File: src/pch_cfg_pkg.sv
package pch_cfg_pkg;

  // Configuration byte offsets
  localparam logic [7:0] OFF_IDENTITY = 8'h00;
  localparam logic [7:0] OFF_CMD_STATUS = 8'h04;
  localparam logic [7:0] OFF_CLASS_REV = 8'h08;

  // Command half bit positions
  localparam int BIT_IO_SPACE = 0;
  localparam int BIT_MEM_SPACE = 1;
  localparam int BIT_BUS_MASTER = 2;
  localparam int BIT_SPECIAL_CYCLE = 3;
  localparam int BIT_WRITE_INVALIDATE = 4;
  localparam int BIT_PALETTE_SNOOP = 5;
  localparam int BIT_PARITY_RESPONSE = 6;
  localparam int BIT_STEPPING = 7;
  localparam int BIT_SYSTEM_ERROR_EN = 8;
  localparam int BIT_FAST_B2B_EN = 9;

  // Status half bit positions
  localparam int BIT_HIGH_SPEED = 21;
  localparam int BIT_FAST_B2B_CAP = 23;
  localparam int BIT_DATA_PARITY_REP = 24;
  localparam int BIT_SELECT_TIMING_LO = 25;
  localparam int BIT_SIG_TARGET_ABORT = 27;
  localparam int BIT_RCV_TARGET_ABORT = 28;
  localparam int BIT_RCV_MASTER_ABORT = 29;
  localparam int BIT_SIG_SYSTEM_ERROR = 30;
  localparam int BIT_DET_PARITY_ERROR = 31;

  // Fixed field values
  localparam logic [1:0] SELECT_TIMING_MEDIUM = 2'h1;
  localparam logic [7:0] CLASS_BASE_NETWORK = 8'h02;
  localparam logic [7:0] CLASS_SUB_OTHER = 8'h80;
  localparam logic [7:0] CLASS_PROG_IF = 8'h00;

  // Values after reset
  localparam logic RESET_CMD_BIT = 1'b0;
  localparam logic RESET_STATUS_BIT = 1'b0;
  localparam logic [31:0] RESET_READ_DATA = 32'h0000_0000;

  // Latency of a configuration answer in clock cycles
  localparam int CFG_ANSWER_CYCLES = 1;

endpackage

File: src/pch_cfg_regs.sv
`timescale 1ns/100ps
`default_nettype none

// Summary of operation
// - Registers are read or written only during a selected configuration cycle.
// - Writes to unused bits do nothing; host writes zeros and does not mask reads.
// - Every writable bit clears to zero at reset.
// - Writes to read-only positions change neither values nor operation.
// - Offset zero returns part identifier high, maker identifier low, read-only.
// - With all command bits zero only configuration accesses are served.
// - Status bits read normally; writing one clears, writes never set.
// - Memory accesses are answered only while memory space enable is one.
// - Bus mastering is allowed only while bus master enable is one.
// - I/O, special cycle, write-invalidate, snoop, stepping, fast enable read zero.
// - Parity errors are reported only while parity response enable is one.
// - System error drives only when enabled; address parity needs both enables.
// - High speed capable and fast back-to-back capable read as one.
// - Data parity reported sets on initiator parity signalling with response enabled.
// - Select timing field is read-only and reads medium timing.
// - Signalled target abort sets when the device target-aborts; sticky.
// - Received target abort sets when own transaction is target-aborted; sticky.
// - Received master abort sets on own master abort except special cycles.
// - Signalled system error sets whenever the system error output asserts.
// - Detected parity error sets on every detected parity error; sticky.
// - Offset eight is read-only class code and revision identifier.
// - Class code says network controller, sub-class other controller.
module pch_cfg_regs #(
  parameter logic [15:0] PART_ID = 16'hA5A5, // Value is arbitrary
  parameter logic [15:0] MAKER_ID = 16'h5A5A, // Value is arbitrary
  parameter logic [7:0] REVISION_ID = 8'h01 // Value is arbitrary
) (
  // Clock and reset
  input wire logic clk,
  input wire logic reset,
  // Configuration access from the target machine
  input wire logic cfg_select,
  input wire logic cfg_write,
  input wire logic [7:0] cfg_addr,
  input wire logic [3:0] cfg_byte_en,
  input wire logic [31:0] cfg_wdata,
  output logic [31:0] cfg_rdata,
  output logic cfg_done,
  // Bus events from master and target machines
  input wire logic evt_parity_detected,
  input wire logic evt_addr_parity,
  input wire logic evt_initiator_parity,
  input wire logic evt_target_abort_sent,
  input wire logic evt_target_abort_rcvd,
  input wire logic evt_master_abort,
  input wire logic evt_special_cycle,
  input wire logic evt_system_error_req,
  // Controls to master and target machines
  output logic memory_space_enable,
  output logic bus_master_enable,
  output logic parity_response_enable,
  output logic system_error_enable,
  output logic parity_report_allowed,
  // System error open-drain pin
  output logic system_error_out_n,
  output logic system_error_oe
);

  typedef struct packed {
    logic mem_en;
    logic master_en;
    logic parity_en;
    logic syserr_en;
    logic det_parity;
    logic sig_syserr;
    logic rcv_mabort;
    logic rcv_tabort;
    logic sig_tabort;
    logic data_parity;
    logic syserr_drive;
    logic syserr_out_n;
    logic parity_report;
    logic done;
    logic [31:0] rdata;
  } pch_state_s;

  pch_state_s state_reg;
  pch_state_s state_next;

  logic any_write;
  logic any_read;
  logic cmd_write;
  logic [15:0] status_clear;
  logic syserr_now;

  if (MAKER_ID == 16'hFFFF) begin
    $error("Maker identifier of all ones marks an absent device");
  end

  function automatic logic [31:0] status_word(input pch_state_s s);
    logic [31:0] w;
    w = 32'h0000_0000;
    w[pch_cfg_pkg::BIT_DET_PARITY_ERROR] = s.det_parity;
    w[pch_cfg_pkg::BIT_SIG_SYSTEM_ERROR] = s.sig_syserr;
    w[pch_cfg_pkg::BIT_RCV_MASTER_ABORT] = s.rcv_mabort;
    w[pch_cfg_pkg::BIT_RCV_TARGET_ABORT] = s.rcv_tabort;
    w[pch_cfg_pkg::BIT_SIG_TARGET_ABORT] = s.sig_tabort;
    w[pch_cfg_pkg::BIT_SELECT_TIMING_LO +: 2] = pch_cfg_pkg::SELECT_TIMING_MEDIUM;
    w[pch_cfg_pkg::BIT_DATA_PARITY_REP] = s.data_parity;
    w[pch_cfg_pkg::BIT_FAST_B2B_CAP] = 1'b1;
    w[pch_cfg_pkg::BIT_HIGH_SPEED] = 1'b1;
    w[pch_cfg_pkg::BIT_SYSTEM_ERROR_EN] = s.syserr_en;
    w[pch_cfg_pkg::BIT_PARITY_RESPONSE] = s.parity_en;
    w[pch_cfg_pkg::BIT_BUS_MASTER] = s.master_en;
    w[pch_cfg_pkg::BIT_MEM_SPACE] = s.mem_en;
    // I/O, special cycle, invalidate, snoop, stepping and fast enable stay zero
    return w;
  endfunction

  function automatic logic [31:0] read_word(input pch_state_s s, input logic [7:0] addr);
    logic [31:0] w;
    w = 32'h0000_0000;
    unique case (addr[7:2])
      pch_cfg_pkg::OFF_IDENTITY[7:2]: begin
        w = {PART_ID, MAKER_ID};
      end
      pch_cfg_pkg::OFF_CMD_STATUS[7:2]: begin
        w = status_word(s);
      end
      pch_cfg_pkg::OFF_CLASS_REV[7:2]: begin
        w = {pch_cfg_pkg::CLASS_BASE_NETWORK, pch_cfg_pkg::CLASS_SUB_OTHER,
             pch_cfg_pkg::CLASS_PROG_IF, REVISION_ID};
      end
      default: begin
        w = 32'h0000_0000;
      end
    endcase
    return w;
  endfunction

  // Access qualification
  always_comb begin
    any_write = cfg_select && cfg_write && (cfg_byte_en != 4'h0);
    any_read = cfg_select && !cfg_write;
    cmd_write = any_write && (cfg_addr[7:2] == pch_cfg_pkg::OFF_CMD_STATUS[7:2]);
    status_clear = 16'h0000;
    if (cmd_write) begin
      status_clear[7:0] = cfg_byte_en[2] ? cfg_wdata[23:16] : 8'h00;
      status_clear[15:8] = cfg_byte_en[3] ? cfg_wdata[31:24] : 8'h00;
    end
    syserr_now = state_reg.syserr_en &&
                 (evt_system_error_req || (evt_addr_parity && state_reg.parity_en));
  end

  always_comb begin
    state_next = state_reg;
    state_next.done = any_write || any_read;
    state_next.rdata = any_read ? read_word(state_reg, cfg_addr) : state_reg.rdata;
    // Only the four writable command bits take data
    if (cmd_write && cfg_byte_en[0]) begin
      state_next.mem_en = cfg_wdata[pch_cfg_pkg::BIT_MEM_SPACE];
      state_next.master_en = cfg_wdata[pch_cfg_pkg::BIT_BUS_MASTER];
      state_next.parity_en = cfg_wdata[pch_cfg_pkg::BIT_PARITY_RESPONSE];
    end
    if (cmd_write && cfg_byte_en[1]) begin
      state_next.syserr_en = cfg_wdata[pch_cfg_pkg::BIT_SYSTEM_ERROR_EN];
    end
    // Sticky flags: a new event wins over a clear in the same cycle
    state_next.det_parity = (state_reg.det_parity && !status_clear[15]) ||
                            evt_parity_detected || evt_addr_parity;
    state_next.sig_syserr = (state_reg.sig_syserr && !status_clear[14]) ||
                            syserr_now;
    state_next.rcv_mabort = (state_reg.rcv_mabort && !status_clear[13]) ||
                            (evt_master_abort && !evt_special_cycle);
    state_next.rcv_tabort = (state_reg.rcv_tabort && !status_clear[12]) ||
                            evt_target_abort_rcvd;
    state_next.sig_tabort = (state_reg.sig_tabort && !status_clear[11]) ||
                            evt_target_abort_sent;
    state_next.data_parity = (state_reg.data_parity && !status_clear[8]) ||
                             (evt_initiator_parity && state_reg.parity_en);
    state_next.syserr_drive = syserr_now;
    state_next.syserr_out_n = !syserr_now;
    state_next.parity_report = state_reg.parity_en && evt_parity_detected;
  end

  always_ff @(posedge clk) begin
    if (reset) begin
      state_reg.mem_en <= pch_cfg_pkg::RESET_CMD_BIT;
      state_reg.master_en <= pch_cfg_pkg::RESET_CMD_BIT;
      state_reg.parity_en <= pch_cfg_pkg::RESET_CMD_BIT;
      state_reg.syserr_en <= pch_cfg_pkg::RESET_CMD_BIT;
      state_reg.det_parity <= pch_cfg_pkg::RESET_STATUS_BIT;
      state_reg.sig_syserr <= pch_cfg_pkg::RESET_STATUS_BIT;
      state_reg.rcv_mabort <= pch_cfg_pkg::RESET_STATUS_BIT;
      state_reg.rcv_tabort <= pch_cfg_pkg::RESET_STATUS_BIT;
      state_reg.sig_tabort <= pch_cfg_pkg::RESET_STATUS_BIT;
      state_reg.data_parity <= pch_cfg_pkg::RESET_STATUS_BIT;
      state_reg.syserr_drive <= 1'b0;
      state_reg.syserr_out_n <= 1'b1;
      state_reg.parity_report <= 1'b0;
      state_reg.done <= 1'b0;
      state_reg.rdata <= pch_cfg_pkg::RESET_READ_DATA;
    end else begin
      state_reg <= state_next;
    end
  end

  // Outputs straight from the state register
  assign cfg_rdata = state_reg.rdata;
  assign cfg_done = state_reg.done;
  assign memory_space_enable = state_reg.mem_en;
  assign bus_master_enable = state_reg.master_en;
  assign parity_response_enable = state_reg.parity_en;
  assign system_error_enable = state_reg.syserr_en;
  assign parity_report_allowed = state_reg.parity_report;
  assign system_error_out_n = state_reg.syserr_out_n;
  assign system_error_oe = state_reg.syserr_drive;
endmodule

`default_nettype wire

File: config.mk
export PLATFORM = sky130hd
export DESIGN_NAME = pch_cfg_regs
export DESIGN_NICKNAME = d
export VERILOG_FILES = /design/src/pch_cfg_pkg.sv /design/src/pch_cfg_regs.sv
export SDC_FILE = /design/constraint.sdc
export NUM_CORES = 1
export LEC_CHECK = 0
export BUFFER_PORTS_ARGS = -buffer_cell sky130_fd_sc_hd__buf_2
export CAP_MARGIN = 5
export CORE_ASPECT_RATIO = 0.6
export CORE_MARGIN = 4
export CORE_UTILIZATION = 38
export CTS_BUF_LIST = sky130_fd_sc_hd__clkbuf_8
export CTS_CLUSTER_SIZE = 14
export DETAILED_ROUTE_END_ITERATION = 12
export GPL_ROUTABILITY_DRIVEN = 0
export PLACE_DENSITY = 0.86
export SLEW_MARGIN = 0
export SYNTH_ARGS = -nofsm -noshare
export SYNTH_HDL_FRONTEND = slang
export SYNTH_SLANG_ARGS = --single-unit
File: constraint.sdc
create_clock -name clk -period 1.25 [get_ports clk]
set_input_delay 0.0625 -clock clk [delete_from_list [all_inputs] [get_ports clk]]
set_output_delay 0.0625 -clock clk [all_outputs]
set_load 0.1 [all_outputs]
; Word-level counts from Yosys, hierarchy flattened
; Cells that the tools add are included.
[op_classes]
reduce_logical = 37
mux = 4
eq_ne = 2
[op_table]
columns = operator, count
row1 = $pmux 32 s3, 1
row2 = $logic_and 1x1->1, 17
row3 = $mux 16, 1
row4 = $mux 8, 2
row5 = $logic_not 1->1, 9
row6 = $logic_or 1x1->1, 9
row7 = $eq 6x1->1 const B, 1
row8 = $eq 6x2->1 const B, 1
row9 = $logic_not 6->1, 1
row10 = $reduce_bool 4->1, 1
[totals]
out_inout_bits = 40
register_bits = 46
word_cells = 58

; Depth between registers and ports, before layout
; Gate-level depths: netlist of run 1.
[depth]
word_depth = 8
ltp_mapped = 5

; Worst setup path after synthesis of run 1
; OpenSTA, ideal clock, no wires.
[synth_timing]
path_kind = register to register
startpoint = register state_reg (netlist bit system_error_enable)
endpoint = register state_reg[40] (netlist name)
setup_slack_ns = -0.306
path_stages_with_launch = 4
synth_period_minus_slack_ns = 1.556
n_path_buf = 0
t_required_ns = 1.176
arrival_time_ns = 1.482
path_cell_list = dfxtp_1 -> nand2b_1 -> or2_2 -> o21ai_0
[synth_between]
elab_chain_len = 2
[synth_rtl]
columns = element, line_no
row1 = from (decl), pch_cfg_regs.sv:81  ; pch_state_s state_reg;
row2 = from (signal assigned), pch_cfg_regs.sv:198  ; state_reg <= state_next;
row3 = $logic_and 1x1->1, pch_cfg_regs.sv:145  ; syserr_now = state_reg.syserr_en &&
row4 = $logic_or 1x1->1, pch_cfg_regs.sv:165  ; state_next.sig_syserr = (state_reg.sig_syserr && !status_clear[14]) ||
; Every way passes these cells.
; A chain may end at the register's enable or synchronous reset.

==> results of run 1 <==
power groups by stage:
| stage | Combinational, mW | Sequential (mW) | Clock, mW |
|---|---|---|---|
| 2_1_floorplan | 0.239 | 0.977 | 0 |
| 3_3_place_gp | 0.327 | 0.963 | 0 |
| 3_5_place_dp | 0.330 | 0.965 | 0 |
| 4_1_cts | 0.334 | 0.944 | 0.781 |
| 5_1_grt | 0.357 | 0.946 | 0.816 |
| 6_report | 0.335 | 0.944 | 0.762 |
cell usage after synthesis (all sizes together):
cell / count
or3: 1
nand3: 11
xor2: 1
nor2b: 2
o311ai: 1
nand4b: 3
clkinv: 1
nor2: 4
or4: 3
conb: 1
mux2i: 4
o21ai: 8
nor3: 6
or2: 1
and3: 2
inv: 4
nand2: 30
a21oi: 12
dfxtp: 29
nand2b: 6
nor4: 4
buf: 33
clkbuf: 7
o31ai: 1
a21o: 1
critical path, delay by kind of cell, from the launching register on:
| kind | cells | cell delay (ns) |
|---|---|---|
| buf+inv | 2 | 0.48 |
| flops | 1 | 0.33 |
cell families after synthesis:
| family | after synthesis | synth area share (%) |
|---|---|---|
| AOI/OAI and AO/OA | 23 | 8.762 |
| xor gates and xnor gates | 1 | 0.6196 |
| buffers and inverters | 45 | 20.53 |
| DFF | 29 | 41.06 |
| muxes | 4 | 2.832 |
| other | 1 | 0.2652 |
| and+or+nand+nor | 73 | 25.93 |
stage by stage:
| stage | setup slack, ns | setup TNS [ns] | total power [mW] | utilization, % | instances |
|---|---|---|---|---|---|
| 2_1_floorplan | -0.04420 | -0.1039 | 1.216 | - | 184 |
| 3_3_place_gp | -0.1794 | -1.090 | 1.290 | 52.50 | 264 |
| 3_5_place_dp | -0.1910 | -1.419 | 1.295 | 52.50 | 264 |
| 4_1_cts | 0.06950 | 0 | 2.059 | 55.33 | 272 |
| 5_1_grt | 0.01797 | 0 | 2.118 | 55.33 | 272 |
| 6_report | 0.08801 | 0 | 2.041 | 55.33 | 272 |
layout make-up:
class | instances | area share (%)
Inverter | 5 | 0.9967
Tap cell | 45 | 2.990
Multi-Input combinational cell | 110 | 30.96
Timing Repair Buffer | 76 | 29.37
Clock buffer | 6 | 4.385
Sequential cell | 29 | 31.10
Clock inverter | 1 | 0.1993
metal layers:
layer / up-vias / routed length [um]
met1: 573 / 1631
met5: - / 0
li1: 650 / -
met3: 3 / 286
met4: 0 / 38
met2: 42 / 1685
worst max-delay path by stage:
| stage | to | slack (ns) | cells past startpoint |
|---|---|---|---|
| finish | cfg_rdata[16] | 0.09 | 2 |
| global route | cfg_rdata[4] | 0.02 | 2 |
| CTS | cfg_rdata[4] | 0.07 | 2 |
| detailed placement | cfg_rdata[31] | -0.19 | 4 |
| global placement | cfg_rdata[31] | -0.18 | 4 |
| floorplan | cfg_rdata[26] | -0.04 | 4 |
layout by cell type (no fill, tap or decap):
cell type and count:
buf_2 53, nand2_1 30, dfxtp_1 25, buf_4 13, a21oi_1 12, nand3_1 11
conb_1 9, buf_12 9, o21ai_0 8, nand2b_1 6, clkbuf_8 6, inv_1 5
nor3_1 5, mux2i_1 4, nor2_1 4, dfxtp_2 4, nand4b_1 3, nor4_1 3
nor2b_1 2, or4_1 2, and3_1 2, nor4_2 1, or4_4 1, or3_1 1
clkinv_1 1, a21o_1 1, xor2_1 1, nor3_2 1, o31ai_1 1, or2_2 1
o311ai_0 1, dlygate4sd3_1 1
==> impl_metrics.tcl, run 1 <==
set metrics [dict create \
    status "completed" \
    switchingPower_mw 0.5880 \
    power_frac_seq_pct 46.3 \
    pwr-share-clk_pct 37.3 \
    hold_path.startpoint "cfg_wdata[1]" \
    cap_violations 0 \
    dp_hpwl_mm 2.910 \
    synth_largest_type_area_fraction_pct 41.06 \
    timing.hold.ws_ns 0.02106 \
    grt_max_degree 11 \
    netlist-cell-type-count 27 \
    stdcell_area_um2 1883 \
    worstSetupEndpointType "primary output" \
    drive_above_1_share_pct 39.21 \
    drt-initial-drc-count 40 \
    antenna_cells_inserted 0 \
    final_min_period_over_clock_period_pct 92.96 \
    port_buffers 62 \
    postSynthAreaPerCell_um2 8.033 \
    cp-startpoint "cfg_rdata[26]" \
    core_region_area_um2 3403 \
    hold_viol 0 \
    layout-area-overhead-vs-synth_pct 33.19 \
    cts_repair_resizes 0 \
    hold-path-cell-count 3 \
    met2_usage_pct 23.31 \
    antenna_found_initial 0 \
    cts-root-to-sink-buffers 2 \
    final_antenna_violating_net_count 0 \
    grt_first_pass_wirelength_mm 5.713 \
    critical_path.cell_chain "buf_4 > buf_12" \
    ff_latch_area_um2 585.6 \
    r2r_setup_slk_ns 0.27 \
    grt.met1_usage_pct 19.01 \
    dr.pass1.iters 5 \
    htree_num_levels 2 \
    synth.ff_latch_count 29 \
    synthesis.area_um2 1414 \
    clock_skew_ns 0.002664 \
    cp_slowest_cell "dfxtp_1" \
    grt_util_met3_pct 7.132 \
    total_leakage_power_nw 0.8649 \
    max_reg_flops 15 \
    layout_min_cycle_time_ns 1.162 \
    worstPathMaxFanout 9 \
    worst-setup-path-type "reg -> out" \
    cts_root_buf "clkbuf_8" \
    grt.overflow.total 0 \
    fmax_mhz 860.6 \
    rows 16 \
    r2r_start "state_reg[41]" \
    via_count 1268 \
    worstPathArrival_ns 1.10 \
    worst_setup_path_start_kind "flop" \
    yosys_warnings 0 \
    p_per_area_nw_per_um2 1084 \
    clk_pin_slew_worst_paths_ns 0.06 \
    switching_share_pct 28.81 \
    critical_path.reg2reg.endpoint "cfg_rdata[31]" \
    dieArea_um2 4793 \
    routed_wirelength_mm 3.641 \
    detailed_place.area_um2 1787 \
    grt_most_used_layer "met2" \
    die_width_um 86.75 \
    boundaryPins 96 \
    insertion_delay_ns 0.28 \
    critical_path_required_ns 1.19 \
    filler_cell_count 333 \
    cts_inserted_buffers 5 \
    start_util_pct 41.54 \
    cts_tree "built" \
    worst_path_largest_cell_delay_ns 0.33 \
    chipHeight_um 55.25 \
    drt_drc_violations_left 0 \
    power.ir.vdd_worst_mv 0.4685 \
    p_int_mw 1.453 \
    share_comb_of_total_power_pct 16.4 \
    slew_violations 0 \
    post_cts_buffers 0 \
    clock_sinks 29 \
    timing.hold.worst_endpoint "memory_space_enable" \
    setup_violations 0 \
    grt_pass1_vias 1209 \
    synthCells 176 \
    unrepaired_setup_endpoints_after_global_routing "no" \
    hold_path.class "in -> reg" \
    routed_via_density 4.662 \
    synth.yosys.seq_area_share_pct 41.06 \
    route.detailed.wl_per_inst_um 13.39 \
    post_synth_main_area_contributors "dfxtp_1 41%, buf_4 17%, nand2_1 8.0%" \
    combined_area_of_the_multi_input_logic_cells_um2 583.1 \
    synth_largest_area_cell "dfxtp_1" \
    nNetsFinal 283 \
    post_cts_hold_buffer_count 1 \
    worstRegToRegCells 3 \
    groute.usage.overall_pct 15.25 \
]
No activity file was read; power rests on OpenSTA's default activity.
==> inputs of run 2 (changes only) <==
--- a/config.mk
+++ b/config.mk
@@ -14,6 +14,7 @@
 export CTS_CLUSTER_SIZE = 14
 export DETAILED_ROUTE_END_ITERATION = 12
 export GPL_ROUTABILITY_DRIVEN = 0
+export MAX_ROUTING_LAYER = met4
 export PLACE_DENSITY = 0.86
 export SLEW_MARGIN = 0
 export SYNTH_ARGS = -nofsm -noshare
==> impl_metrics.tcl, run 2 (synthesized netlist as in run 1, its figures left out) <==
set metrics [dict create \
    grt_pass1_vias 1211 \
    filler_cell_count 333 \
    grt_first_pass_wirelength_mm 5.706 \
    routed_via_density 4.721 \
    clock_skew_ns 0.002878 \
    cts_inserted_buffers 5 \
    final_antenna_violating_net_count 0 \
    groute.usage.overall_pct 15.65 \
    share_comb_of_total_power_pct 16.4 \
    crit_family "buffers and inverters" \
    commonest_non_fill_non_tap_cell_in_the_layout "buf_2" \
    port_buffers 62 \
    hold_viol 0 \
    grt_max_degree 11 \
    worstPathBufferInverterCount 2 \
    pwr-share-clk_pct 37.3 \
    cts_root_buf "clkbuf_8" \
    unrepaired_setup_endpoints_after_global_routing "no" \
    total_leakage_power_nw 0.8649 \
    nNetsFinal 283 \
    final_cells 272 \
    start_util_pct 41.54 \
    worstPathArrival_ns 1.10 \
    path_depth 2 \
    core_region_area_um2 3403 \
    power.ir.vdd_worst_mv 0.4684 \
    setup_violations 0 \
    routed_wirelength_mm 3.649 \
    stdcell_area_um2 1883 \
    power_frac_seq_pct 46.3 \
    dpl.cell_count 264 \
    cts-root-to-sink-buffers 2 \
    worstPathMaxFanout 9 \
    dr.pass1.iters 4 \
    final_min_period_over_clock_period_pct 92.92 \
    fmax_mhz 861.0 \
    slew_violations 0 \
    cts_tree "built" \
    detailed_place.area_um2 1787 \
    critical_path.cell_chain "buf_4 > buf_12" \
    fin_total_pwr_mw 2.040 \
    via_count 1284 \
    insertion_delay_ns 0.28 \
    p_per_area_nw_per_um2 1083 \
    max_reg_flops 15 \
    die_width_um 86.75 \
    antenna_cells_inserted 0 \
    drt-initial-drc-count 36 \
    p_int_mw 1.453 \
    worstRegToRegCells 3 \
    grt.overflow.total 0 \
    switchingPower_mw 0.5871 \
    drt_drc_violations_left 0 \
    antenna_found_initial 0 \
    htree_num_levels 2 \
    critical_path_required_ns 1.19 \
    dp_hpwl_mm 2.910 \
    hold_path.class "in -> reg" \
    route.detailed.wl_per_inst_um 13.42 \
    dieArea_um2 4793 \
    worst-setup-path-type "reg -> out" \
    layout_min_cycle_time_ns 1.161 \
    rows 16 \
    worstSetupEndpointType "primary output" \
    clk_pin_slew_worst_paths_ns 0.06 \
    worst_setup_path_start_kind "flop" \
    worst_path_largest_cell_delay_ns 0.33 \
    status "completed" \
    drive_above_1_share_pct 39.21 \
    hold-path-cell-count 3 \
    chipHeight_um 55.25 \
    cap_violations 0 \
    switching_share_pct 28.78 \
    layout-area-overhead-vs-synth_pct 33.19 \
    cts_repair_resizes 0 \
    layout.cells.most_common_list "53 x buf_2, 30 x nand2_1, 25 x dfxtp_1, 13 x buf_4, 12 x a21oi_1" \
    boundaryPins 96 \
    cp_slowest_cell "dfxtp_1" \
    clock_sinks 29 \
    tns_ns 0 \
]
## run 2: cell counts in the layout (fill, tap and decap cells not counted)
Identical to the previous run, type by type.
## run 2: worst reg2reg max path, cell delays in order (launching register included)
cell and delay [ns]:
dfxtp_1 0.35, nor2b_1 0.05, or4_1 0.39, a21oi_1 0.14
## run 2: area by class of cell
| cell class | instances | area [um2] | area share, % |
|---|---|---|---|
| clock buffers | 6 | 82.58 | 4.385 |
| clock inverters | 1 | 3.754 | 0.1993 |
| inverters | 5 | 18.77 | 0.9967 |
| multi-input cells | 110 | 583.1 | 30.96 |
| flip-flops and latches | 29 | 585.6 | 31.10 |
| well taps | 45 | 56.30 | 2.990 |
| repair buffers | 76 | 553.0 | 29.37 |
## run 2: stage by stage
step           utilization (%)  setup slack (ns)  hold WS [ns]
2_1_floorplan                -          -0.04420        0.1711
3_3_place_gp             52.50           -0.1794        0.2676
3_5_place_dp             52.50           -0.1910        0.2930
4_1_cts                  55.33           0.06950       0.01213
5_1_grt                  55.33           0.01797       0.01528
6_report                 55.33           0.08856       0.02158
## run 2: routing by layer
metal	global-route usage (%)	wire length, um
met5	-	0
met4	4.667	38
met3	6.241	272
met2	23.42	1672
met1	19.37	1666
## run 2: final timing paths
kind	startpoint	end	slack [ns]
max	cfg_rdata[26]	cfg_rdata[16]	0.09
min	cfg_wdata[1]	memory_space_enable	0.02
max reg2reg	state_reg[41]	cfg_rdata[31]	0.27
min reg2reg	cfg_rdata[1]	cfg_rdata[1]	0.46
## run 2: power groups by stage
stage | Combinational (mW) | Sequential [mW] | Clock, mW
after detailed placement | 0.330 | 0.965 | 0
after global placement | 0.327 | 0.963 | 0
after CTS | 0.334 | 0.944 | 0.781
after global routing | 0.357 | 0.946 | 0.816
final | 0.335 | 0.944 | 0.761
after floorplan | 0.239 | 0.977 | 0
## run 2: timing repair
item	CTS	global route
hold endpoints to repair	1	0
hold buffers	1	0
buffers inserted	0	0
==> inputs of run 3 (changes only) <==
--- a/config.mk
+++ b/config.mk
@@ -9,13 +9,14 @@
 export CAP_MARGIN = 5
 export CORE_ASPECT_RATIO = 0.6
 export CORE_MARGIN = 4
-export CORE_UTILIZATION = 38
+export CORE_UTILIZATION = 25
 export CTS_BUF_LIST = sky130_fd_sc_hd__clkbuf_8
 export CTS_CLUSTER_SIZE = 14
 export DETAILED_ROUTE_END_ITERATION = 12
 export GPL_ROUTABILITY_DRIVEN = 0
 export MAX_ROUTING_LAYER = met4
-export PLACE_DENSITY = 0.86
+export PLACE_DENSITY = 0.64
+export REMOVE_ABC_BUFFERS = 1
 export SLEW_MARGIN = 0
 export SYNTH_ARGS = -nofsm -noshare
 export SYNTH_HDL_FRONTEND = slang
==> impl_metrics.tcl, run 3 (synthesized netlist as in run 1, its figures left out) <==
set metrics [dict create \
    status "completed" \
    critical_path_required_ns 1.45 \
    cts_inserted_buffers 5 \
    clock_skew_ns 0.003745 \
    setup_violations 0 \
    hold_viol 0 \
    power.ir.vdd_worst_mv 0.4180 \
    cts-root-to-sink-buffers 2 \
    dp_hpwl_mm 3.043 \
    die_width_um 105.1 \
    fin_total_pwr_mw 2.027 \
    rows 20 \
    worstPathArrival_ns 1.36 \
    insertion_delay_ns 0.27 \
    hold_path.class "in -> reg" \
    commonest_non_fill_non_tap_cell_in_the_layout "buf_2" \
    grt_first_pass_wirelength_mm 5.796 \
    drt-initial-drc-count 68 \
    p_per_area_nw_per_um2 1063 \
    routed_via_density 4.512 \
    antenna_found_initial 0 \
    via_count 1313 \
    drive_above_1_share_pct 37.33 \
    worstPathMaxFanout 8 \
    route.detailed.wl_per_inst_um 13.10 \
    cap_violations 0 \
    worstSetupEndpointType "flop" \
    boundaryPins 96 \
    cts_root_buf "clkbuf_8" \
    clock_sinks 29 \
    grt.overflow.total 0 \
    dr.pass1.iters 4 \
    layout_min_cycle_time_ns 1.157 \
    slew_violations 0 \
    routed_wirelength_mm 3.811 \
    cts_tree "built" \
    worst-setup-path-type "in -> reg" \
    dieArea_um2 6962 \
    final_antenna_violating_net_count 0 \
    clk_pin_slew_worst_paths_ns 0.06 \
    worst_setup_path_start_kind "input port" \
    grt_max_degree 12 \
    chipHeight_um 66.25 \
    groute.usage.overall_pct 11.11 \
    max_reg_flops 15 \
    start_util_pct 26.90 \
    grt_pass1_vias 1163 \
    antenna_cells_inserted 0 \
    r2r_setup_slk_ns 0.21 \
    nNetsFinal 281 \
    core_region_area_um2 5255 \
    final_min_period_over_clock_period_pct 92.60 \
    total_leakage_power_nw 0.8578 \
    port_buffers 62 \
    htree_num_levels 2 \
    layout-area-overhead-vs-synth_pct 34.87 \
    finish.utilization_pct 36.29 \
    layout.cells.most_common_list "52 x buf_2, 30 x nand2_1, 29 x dfxtp_1, 12 x a21oi_1" \
    fmax_mhz 863.9 \
    unrepaired_setup_endpoints_after_global_routing "no" \
    post_cts_buffers 0 \
    drt_drc_violations_left 0 \
]
run 3: cell types whose count changed in the layout (fill, tap and decap cells not counted), sizes merged:
| cell | before | now |
|---|---|---|
| buf | 75 | 74 |
| dlygate4sd3 | 1 | 0 |
run 3: worst paths after layout:
kind,from,endpoint,cells after the start
hold / removal,evt_master_abort,state_reg[39],3
setup reg to reg,parity_response_enable,state_reg[40],3
hold reg to reg,cfg_rdata[23],cfg_rdata[23],2
setup / recovery,cfg_addr[7],parity_response_enable,6
run 3: per-layer routing:
layer | wire length (um) | up-vias | global-route usage, %
li1 | - | 646 | -
met1 | 1931 | 607 | 15.21
met2 | 1616 | 56 | 15.26
met3 | 243 | 4 | 3.415
met4 | 19 | 0 | 3.928
met5 | 0 | - | -
run 3: stage by stage:
stage	instance area [um2]	instances	TNS, ns	setup slack [ns]	hold WS, ns
final	1907	291	0	0.09251	0.01872
after global routing	1907	291	0	0.02960	0.01550
after CTS	1892	291	0	0.01847	0.008591
after detailed placement	1805	284	-2.415	-0.3232	0.2952
after global placement	1805	284	-2.106	-0.2301	0.2775
after floorplan	1172	144	-51.25	-5.292	0.1316
run 3: report_power, final:
part / total [mW] / switching (mW) / internal [mW]
registers: 0.944 / 0.00561 / 0.938
clock network: 0.749 / 0.322 / 0.427
logic: 0.334 / 0.250 / 0.0844
run 3: area by class of cell:
class                      instances  area (um2)
clock buffer                       6       82.58
clock inverter                     1       3.754
fill                             568        3348
inverter                           5       18.77
multi-input combinational        110       584.3
sequential                        29       580.6
tap                               66       82.58
timing repair buffer              74       554.3
run 3: worst max-delay path: stages:
cell     delay [ns]
buf_2          0.10
or4_4          0.55
buf_6          0.16
nor3_2         0.14
buf_4          0.16
mux2i_1        0.18
run 3: what timing repair did:
item	CTS	global route
hold buffers	0	0
setup endpoints to repair	1	4
gates resized for setup	1	3
